`src/sdm_pkg.sv`:
```
// Package for the line-interface detect multiplex block: sizes, timing and reset values
package sdm_pkg;
    localparam int CHANNELS      = 4;
    localparam int PINS          = 5;
    localparam int FREQ_W        = 4;
    localparam int DET_PIN       = 0;
    localparam int CTL2_PIN      = 1;
    localparam int CLK_PERIOD_PS = 25000;
    localparam int PULSE_W_PS    = 31250000;
    localparam int MASK_PS       = 15625000;
    localparam int PERIOD_PS     = 203125000;
    localparam int TIMER_W       = 16;
    // Least times round up, the period and width are exact multiples here
    localparam int PULSE_W_CYC = PULSE_W_PS / CLK_PERIOD_PS;
    localparam int MASK_CYC    = (MASK_PS + CLK_PERIOD_PS - 1) / CLK_PERIOD_PS;
    localparam int PERIOD_CYC  = PERIOD_PS / CLK_PERIOD_PS;
    localparam logic [PINS-1:0]   LATCH_RST = 5'h00;
    localparam logic [FREQ_W-1:0] FREQ_RST  = 4'h0;
endpackage

```
`src/sdm_sync2.sv`:
```
// Two-flop synchroniser for pin-level inputs
`timescale 1ns/1ps
module sdm_sync2 #(
    parameter int WIDTH = 1
) (
    input  wire logic             clk_sys,
    input  wire logic             nrst,
    input  wire logic             ce,
    input  wire logic [WIDTH-1:0] d,
    output logic      [WIDTH-1:0] q
);
    logic [WIDTH-1:0] meta_q;
    logic [WIDTH-1:0] meta_d;
    logic [WIDTH-1:0] q_d;

    always_comb begin
        meta_d = ce ? d : meta_q;
        q_d    = ce ? meta_q : q;
    end

    always_ff @(posedge clk_sys or negedge nrst) begin
        if (!nrst) begin
            meta_q <= '0;
            q      <= '0;
        end else begin
            meta_q <= meta_d;
            q      <= q_d;
        end
    end
endmodule

```
`src/sdm_slic_io.sv`:
```
// Line-interface pin logic with clock source choice and detect multiplexing
`timescale 1ns/1ps
module sdm_slic_io #(
    parameter int PERIOD_CYCLES = sdm_pkg::PERIOD_CYC,
    parameter int PULSE_CYCLES  = sdm_pkg::PULSE_W_CYC,
    parameter int MASK_CYCLES   = sdm_pkg::MASK_CYC
) (
    input  wire logic                                          clk_sys,
    input  wire logic                                          nrst,
    input  wire logic                                          ce,
    input  wire logic [sdm_pkg::CHANNELS*sdm_pkg::PINS-1:0]    pin_dir,
    input  wire logic [sdm_pkg::CHANNELS-1:0]                  latch_wr,
    input  wire logic [sdm_pkg::PINS-1:0]                      latch_wdata,
    input  wire logic [sdm_pkg::CHANNELS-1:0]                  output_tristate_bit,
    input  wire logic [sdm_pkg::CHANNELS*sdm_pkg::PINS-1:0]    line_interface_pins_in,
    output logic      [sdm_pkg::CHANNELS*sdm_pkg::PINS-1:0]    line_interface_pins_out,
    output logic      [sdm_pkg::CHANNELS*sdm_pkg::PINS-1:0]    line_interface_pins_oe,
    output logic      [sdm_pkg::CHANNELS*sdm_pkg::PINS-1:0]    pin_rdata,
    input  wire logic                                          clock_source_select,
    input  wire logic [sdm_pkg::FREQ_W-1:0]                    master_freq_select,
    input  wire logic                                          multiplex_enable,
    input  wire logic                                          select_pulse_polarity,
    input  wire logic                                          pcm_clk,
    input  wire logic                                          shared_clock_select_pin_in,
    output logic                                               shared_clock_select_pin_out,
    output logic                                               shared_clock_select_pin_oe,
    output logic                                               master_clk_int,
    output logic      [sdm_pkg::FREQ_W-1:0]                    master_freq,
    output logic                                               detect_select_pulse,
    output logic      [sdm_pkg::CHANNELS-1:0]                  detect_input_primary,
    output logic      [sdm_pkg::CHANNELS-1:0]                  detect_input_secondary,
    output logic      [sdm_pkg::CHANNELS-1:0]                  realtime_status_a,
    output logic      [sdm_pkg::CHANNELS-1:0]                  realtime_status_b
);
    import sdm_pkg::*;

    localparam int NP = CHANNELS * PINS;
    localparam logic [TIMER_W-1:0] PERIOD_LAST = TIMER_W'(PERIOD_CYCLES - 1);
    localparam logic [TIMER_W-1:0] PULSE_END   = TIMER_W'(PULSE_CYCLES);
    localparam logic [TIMER_W-1:0] MASK_END    = TIMER_W'(MASK_CYCLES);
    localparam logic [TIMER_W-1:0] MASK2_END   = TIMER_W'(PULSE_CYCLES + MASK_CYCLES);

    typedef enum logic [1:0] {
        MX_OFF,
        MX_IDLE,
        MX_ACTIVE
    } sdm_mx_state_t;

    // Multiplex running: shared by the readback, status and select pin drive
    function automatic logic mx_running(sdm_mx_state_t s);
        return s != MX_OFF;
    endfunction

    // Pin and clock inputs pass two flops before use
    logic [NP-1:0] pins_s;
    logic          pcm_clk_s;
    logic          mclk_pin_s;

    sdm_sync2 #(.WIDTH(NP)) u_sync_pins (
        .clk_sys (clk_sys),
        .nrst    (nrst),
        .ce      (ce),
        .d       (line_interface_pins_in),
        .q       (pins_s)
    );

    sdm_sync2 #(.WIDTH(2)) u_sync_clk (
        .clk_sys (clk_sys),
        .nrst    (nrst),
        .ce      (ce),
        .d       ({pcm_clk, shared_clock_select_pin_in}),
        .q       ({pcm_clk_s, mclk_pin_s})
    );

    // Output latches and configuration
    logic [NP-1:0]       latch_q;
    logic [NP-1:0]       latch_d;
    logic                mclk_q;
    logic                mclk_d;
    logic [FREQ_W-1:0]   freq_q;
    logic [FREQ_W-1:0]   freq_d;

    // Latch writes land on input pins as well, ready for a later direction change
    always_comb begin
        latch_d = latch_q;
        for (int c = 0; c < CHANNELS; c++) begin
            if (ce && latch_wr[c]) begin
                latch_d[c*PINS +: PINS] = latch_wdata;
            end
        end
        mclk_d = mclk_q;
        freq_d = freq_q;
        if (ce) begin
            mclk_d = clock_source_select ? pcm_clk_s : mclk_pin_s;
            freq_d = master_freq_select;
        end
    end

    always_ff @(posedge clk_sys or negedge nrst) begin
        if (!nrst) begin
            latch_q <= {CHANNELS{LATCH_RST}};
            mclk_q  <= 1'b0;
            freq_q  <= FREQ_RST;
        end else begin
            latch_q <= latch_d;
            mclk_q  <= mclk_d;
            freq_q  <= freq_d;
        end
    end

    // Select pulse timer shared by all channels
    sdm_mx_state_t       mx_q;
    sdm_mx_state_t       mx_d;
    logic [TIMER_W-1:0]  tmr_q;
    logic [TIMER_W-1:0]  tmr_d;
    logic                mux_on;

    assign mux_on = clock_source_select && multiplex_enable;

    // The timer restarts at each pulse start, so the period is counted from there
    always_comb begin
        mx_d  = mx_q;
        tmr_d = tmr_q;
        if (ce) begin
            case (mx_q)
                MX_OFF: begin
                    tmr_d = '0;
                    if (mux_on) begin
                        mx_d = MX_ACTIVE;
                    end
                end
                MX_ACTIVE: begin
                    tmr_d = tmr_q + 1'b1;
                    if (!mux_on) begin
                        mx_d = MX_OFF;
                    end else if (tmr_q == PULSE_END - 1'b1) begin
                        mx_d = MX_IDLE;
                    end
                end
                MX_IDLE: begin
                    tmr_d = tmr_q + 1'b1;
                    if (!mux_on) begin
                        mx_d = MX_OFF;
                    end else if (tmr_q == PERIOD_LAST) begin
                        tmr_d = '0;
                        mx_d  = MX_ACTIVE;
                    end
                end
                default: begin
                    mx_d  = MX_OFF;
                    tmr_d = '0;
                end
            endcase
        end
    end

    always_ff @(posedge clk_sys or negedge nrst) begin
        if (!nrst) begin
            mx_q  <= MX_OFF;
            tmr_q <= '0;
        end else begin
            mx_q  <= mx_d;
            tmr_q <= tmr_d;
        end
    end

    // Latch enables open after the mask that follows each pulse edge
    logic pulse_on;
    logic masked;
    logic en_primary;
    logic en_secondary;

    always_comb begin
        pulse_on = (mx_q == MX_ACTIVE);
        masked   = (mx_q != MX_OFF) &&
                   ((tmr_q < MASK_END) || (tmr_q >= PULSE_END && tmr_q < MASK2_END));
        if (mx_q == MX_OFF) begin
            en_primary   = 1'b1;
            en_secondary = 1'b0;
        end else begin
            en_primary   = !pulse_on && !masked;
            en_secondary = pulse_on && !masked;
        end
    end

    // Detect latches: follow the detect pin while enabled, hold otherwise
    logic [CHANNELS-1:0] prim_q;
    logic [CHANNELS-1:0] prim_d;
    logic [CHANNELS-1:0] sec_q;
    logic [CHANNELS-1:0] sec_d;

    always_comb begin
        prim_d = prim_q;
        sec_d  = sec_q;
        if (ce) begin
            for (int c = 0; c < CHANNELS; c++) begin
                if (en_primary) begin
                    prim_d[c] = pins_s[c*PINS + DET_PIN];
                end
                if (en_secondary) begin
                    sec_d[c] = pins_s[c*PINS + DET_PIN];
                end
            end
        end
    end

    always_ff @(posedge clk_sys or negedge nrst) begin
        if (!nrst) begin
            prim_q <= '0;
            sec_q  <= '0;
        end else begin
            prim_q <= prim_d;
            sec_q  <= sec_d;
        end
    end

    // Registered pin drive, readback and status
    logic [NP-1:0]       pout_q;
    logic [NP-1:0]       pout_d;
    logic [NP-1:0]       poe_q;
    logic [NP-1:0]       poe_d;
    logic [NP-1:0]       rd_q;
    logic [NP-1:0]       rd_d;
    logic                sel_out_q;
    logic                sel_out_d;
    logic                sel_oe_q;
    logic                sel_oe_d;
    logic                pulse_q;
    logic                pulse_d;
    logic [CHANNELS-1:0] sta_q;
    logic [CHANNELS-1:0] sta_d;
    logic [CHANNELS-1:0] stb_q;
    logic [CHANNELS-1:0] stb_d;

    always_comb begin
        pout_d    = pout_q;
        poe_d     = poe_q;
        rd_d      = rd_q;
        sel_out_d = sel_out_q;
        sel_oe_d  = sel_oe_q;
        pulse_d   = pulse_q;
        sta_d     = sta_q;
        stb_d     = stb_q;
        if (ce) begin
            pout_d = latch_q;
            for (int c = 0; c < CHANNELS; c++) begin
                poe_d[c*PINS +: PINS] = pin_dir[c*PINS +: PINS] & {PINS{!output_tristate_bit[c]}};
                for (int p = 0; p < PINS; p++) begin
                    if (pin_dir[c*PINS + p]) begin
                        rd_d[c*PINS + p] = latch_q[c*PINS + p];
                    end else if (p == DET_PIN) begin
                        rd_d[c*PINS + p] = prim_q[c];
                    end else if (p == CTL2_PIN && mx_running(mx_q)) begin
                        rd_d[c*PINS + p] = sec_q[c];
                    end else begin
                        rd_d[c*PINS + p] = pins_s[c*PINS + p];
                    end
                end
                sta_d[c] = prim_q[c];
                stb_d[c] = mx_running(mx_q) ? sec_q[c] : pins_s[c*PINS + CTL2_PIN];
            end
            pulse_d   = pulse_on;
            sel_oe_d  = mx_running(mx_q);
            // An active-low pulse drives the pin high between pulses
            sel_out_d = mx_running(mx_q) && (pulse_on == select_pulse_polarity);
        end
    end

    always_ff @(posedge clk_sys or negedge nrst) begin
        if (!nrst) begin
            pout_q    <= '0;
            poe_q     <= '0;
            rd_q      <= '0;
            sel_out_q <= 1'b0;
            sel_oe_q  <= 1'b0;
            pulse_q   <= 1'b0;
            sta_q     <= '0;
            stb_q     <= '0;
        end else begin
            pout_q    <= pout_d;
            poe_q     <= poe_d;
            rd_q      <= rd_d;
            sel_out_q <= sel_out_d;
            sel_oe_q  <= sel_oe_d;
            pulse_q   <= pulse_d;
            sta_q     <= sta_d;
            stb_q     <= stb_d;
        end
    end

    assign line_interface_pins_out     = pout_q;
    assign line_interface_pins_oe      = poe_q;
    assign pin_rdata                   = rd_q;
    assign shared_clock_select_pin_out = sel_out_q;
    assign shared_clock_select_pin_oe  = sel_oe_q;
    assign master_clk_int              = mclk_q;
    assign master_freq                 = freq_q;
    assign detect_select_pulse         = pulse_q;
    assign detect_input_primary        = prim_q;
    assign detect_input_secondary      = sec_q;
    assign realtime_status_a           = sta_q;
    assign realtime_status_b           = stb_q;
endmodule

```
`config.mk`:
```
export PLATFORM = sky130hd
export DESIGN_NAME = sdm_slic_io
export DESIGN_NICKNAME = d
export VERILOG_FILES = /design/src/sdm_pkg.sv /design/src/sdm_sync2.sv /design/src/sdm_slic_io.sv
export SDC_FILE = /design/constraint.sdc
export NUM_CORES = 1
export LEC_CHECK = 0
export BUFFER_PORTS_ARGS = -buffer_cell sky130_fd_sc_hd__buf_2
export CORE_MARGIN = 2
export CORE_UTILIZATION = 59
export CTS_CLUSTER_DIAMETER = 150
export CTS_CLUSTER_SIZE = 8
export DETAILED_ROUTE_END_ITERATION = 8
export PLACE_DENSITY = 0.85
export REMOVE_ABC_BUFFERS = 1
export SYNTH_ARGS = -nofsm -noshare
export SYNTH_HDL_FRONTEND = slang
export SYNTH_SLANG_ARGS = --single-unit
```
`constraint.sdc`:
```
create_clock -name clk_sys -period 6.7 [get_ports clk_sys]
set_input_delay 0.335 -clock clk_sys [delete_from_list [all_inputs] [get_ports clk_sys]]
set_output_delay 0.335 -clock clk_sys [all_outputs]
set_load 0.02 [all_outputs]
```
==> run metrics <==
Finished Cell Area=0.00851 mm2; Rows=40; Post-synth EDFFs=0; Max IR drop VDD=0.206 mV; Antenna diodes=0; Post-Place Cell Area=0.00794 mm2; Syn. warnings=0; Worst-Margin Slew=903 ps; final antenna-violating net count=0; Mapped Avg Cell Area=12.6 um2; initial antenna violation count=0; failing checks=hold timing; Required @ worst endpoint=7010 ps; largest area contributor in the netlist=dfrtp_1; number of global-route vias before repair=about 5300; Buffers on Ports=around 150; total I/O pin count=149; count of cell types in the netlist=55; Tcrit/Tclk final=0.377; layout cell share with drive strength beyond 1=0.396; Worst path slowest cell=or4_4; Die ar.=0.0130 mm2; flops & latches, synth=166; post-DP HPWL=11100 um; Area contributors post-synth=dfrtp_1 58%, mux2_2 15%, mux2i_1 3.2%, o21ai_0 2.0%, a21oi_1 1.8%; Die W=114 um; gpl congestion=a little under 0.9; gr ovfl total=0; Worst R2R Start=tmr_q[0]; Final Setup Violations=0; reg2reg setup slack=roughly 4200 ps; slowest cell delay on critical path=610 ps; Data arrival, critical path=2830 ps; postcts setup bufs=0; max_slew headroom=0.398; Post-synth ARST share=1.00; kind of cell adding the most delay to the critical path=simple AND/OR/NAND/NOR gates; wire per inst=18.7 um; Die H=between 100 and 150 um; Crit Path Max Fanout=13; cts bufs inserted=17; RSZ-0062 raised after global routing=no; MaxCap Viol Count=0; H-tree levels=4; area growth from synthesis to layout=19.5%; Reg clk slew, reported paths=60 ps; Max Fclk=~0.40 GHz; synthesized area=0.00712 mm2; final hold viol count=13; top cell type's share of synthesized area=0.584; DRT Wirelength=16200 um; Sequential Power Share=0.448; Mapped Cells=564; clock power share=0.332; Seq/Total Area, Yosys=0.584; minimum hold slack=-37.9 ps; Pleak=between 4 and 5 nW; critical setup path kind=flop to flop; Clock Tree Buf Depth=2; switching pwr=0.866 mW; P per Cell Area=335 mW/mm2; TritonCTS clock tree=yes; Setup TNS=0 ps; nets=777; Main synth FF type=dfrtp_1; worst r2r path cells=7; Worst Setup End Kind=flop; Layout Skew=6.69 ps; Initial Utilization=0.598; # resized after CTS=0; HP Class=primary input to asynchronous set/reset pin; Tmin final=2530 ps; detailed router's first-iteration violation count=339; Via Count=4954; 1st-pass router iterations=5; GRT Util Overall=0.269; global-route wire length before repair=around 27000 um; Post-route DRC=0; cell-internal power=1.98 mW; largest net degree at the start of global routing=101; Comb pwr share=0.220; crit path cell chain=inv_1, ha_1, nand4b_1, or4_4, o211ai_2, nor3_1, a211o_1; worst-skew pair later-pin latency=430 ps; Worst Slack Setup Final=4170 ps; Core Util, Final=0.714; Pins Over Slew Limit=0; CTS root buf=clkbuf_16; Worst Path Buf+Inv=1; startpoint types=flop; status=finished, violations left; Core ar.=between 0.01 and 0.015 mm2; Sw Share=0.304; Vias/cell=5.75; Place WS=4160 ps; Hold Buf Count CTS=0; reg2reg end=tmr_q[8]; clk sinks=166
==> Yosys cell counts (all sizes together), types with 2 or more instances <==
library cell / instances
nor2: 32
o221ai: 2
and3: 5
a22o: 3
and4: 2
a21oi: 26
or4: 3
buf: 10
nor3: 6
nand3: 9
nand2: 21
nand3b: 17
and2: 2
mux2: 105
mux2i: 23
nor3b: 4
clkbuf: 20
or3: 2
o21ai: 35
inv: 26
nand2b: 2
o2bb2ai: 4
a21o: 7
nand4: 2
ha: 9
dfrtp: 166
nor4: 2
==> state kept, by name, indices dropped and copies added, names as in the netlist, 2 cells and up <==
signal and flops:
latch_q 20, line_interface_pins_oe 20, line_interface_pins_out 20, pin_rdata 20, u_sync_pins.meta_q 20, u_sync_pins.q 20, tmr_q 16, detect_input_primary 4
detect_input_secondary 4, master_freq 4, realtime_status_a 4, realtime_status_b 4, mx_q 2, u_sync_clk.meta_q 2, u_sync_clk.q 2
==> through the flow <==
step                      hold WS (ps)  std cells  total power, mW
after floorplan                   39.4        534             1.65
after global placement             469        831             1.88
after detailed placement           486        831             1.91
after CTS                         31.2        862             2.87
after global routing              58.6        862             2.97
final                            -37.9        862             2.85
==> layout make-up <==
class / count / area, um2
sequential: 166 / 4150
fill: 840 / 3410
multi-input combinational: 342 / 2730
timing repair buffer: 150 / 768
clock buffer: 23 / 468
tap: 147 / 184
clock inverter: 8 / 100
inverter: 26 / 97.6
==> per-layer routing <==
metal | GRT usage | routed length [um]
met1 | 0.337 | 6640
met5 | 0 | 0
met3 | 0.0898 | 1040
met4 | 0.116 | 420
met2 | 0.432 | 8050
==> cell families (layout without fill, tap and decap cells) <==
group	after synthesis	after routing	synth area share
mux	128	128	0.199
xor+xnor	1	1	0.00123
compound gates	90	90	0.0823
buf+inv	56	207	0.0323
flops	166	166	0.584
fa+ha+maj	9	9	0.0158
simple gates	114	114	0.0858
==> worst max path at each step <==
| stage | startpoint | end | slack, ps | depth (start not counted) |
|---|---|---|---|---|
| after CTS | tmr_q[0] | tmr_q[8] | 4160 | 7 |
| after global placement | tmr_q[0] | tmr_q[8] | 4270 | 7 |
| final | tmr_q[0] | tmr_q[8] | 4170 | 7 |
| after global routing | tmr_q[0] | tmr_q[8] | 4080 | 7 |
| after floorplan | tmr_q[0] | detect_input_primary[0] | 4480 | 7 |
| after detailed placement | ce | latch_q[3] | 4160 | 4 |
==> worst reg2reg max path, cell delays in order, from the launching register on <==
cell and delay (ps):
dfrtp_1 420, inv_1 170, ha_1 170, nand4b_1 110, or4_4 610, o211ai_2 540
nor3_1 110, a211o_1 280
==> power groups by stage <==
stage	sequential, mW	combinational (mW)	clock, mW
floorplan	1.39	0.262	0
global placement	1.28	0.604	0
detailed placement	1.29	0.625	0
CTS	1.28	0.632	0.958
global route	1.30	0.676	1.00
finish	1.28	0.626	0.947
==> placed cells by master, fill, tap and decap left out, types with 3 or more instances in the layout <==
cell         n
a21oi_1     26
buf_2      146
o2bb2ai_1    4
inv_1       26
nand3b_1    17
dfrtp_1    166
and3_1       4
nand2_1     21
clkinv_2     3
o21ai_1      4
ha_1         9
nor3_1       6
a21o_1       7
nand3_1      9
nor2_1      32
clkbuf_16   17
mux2i_1     23
mux2_2      96
clkbuf_1     4
o21ai_0     29
nor3b_1      4
a22o_1       3
mux2_1       8
No activity file was read; power rests on OpenSTA's default activity.
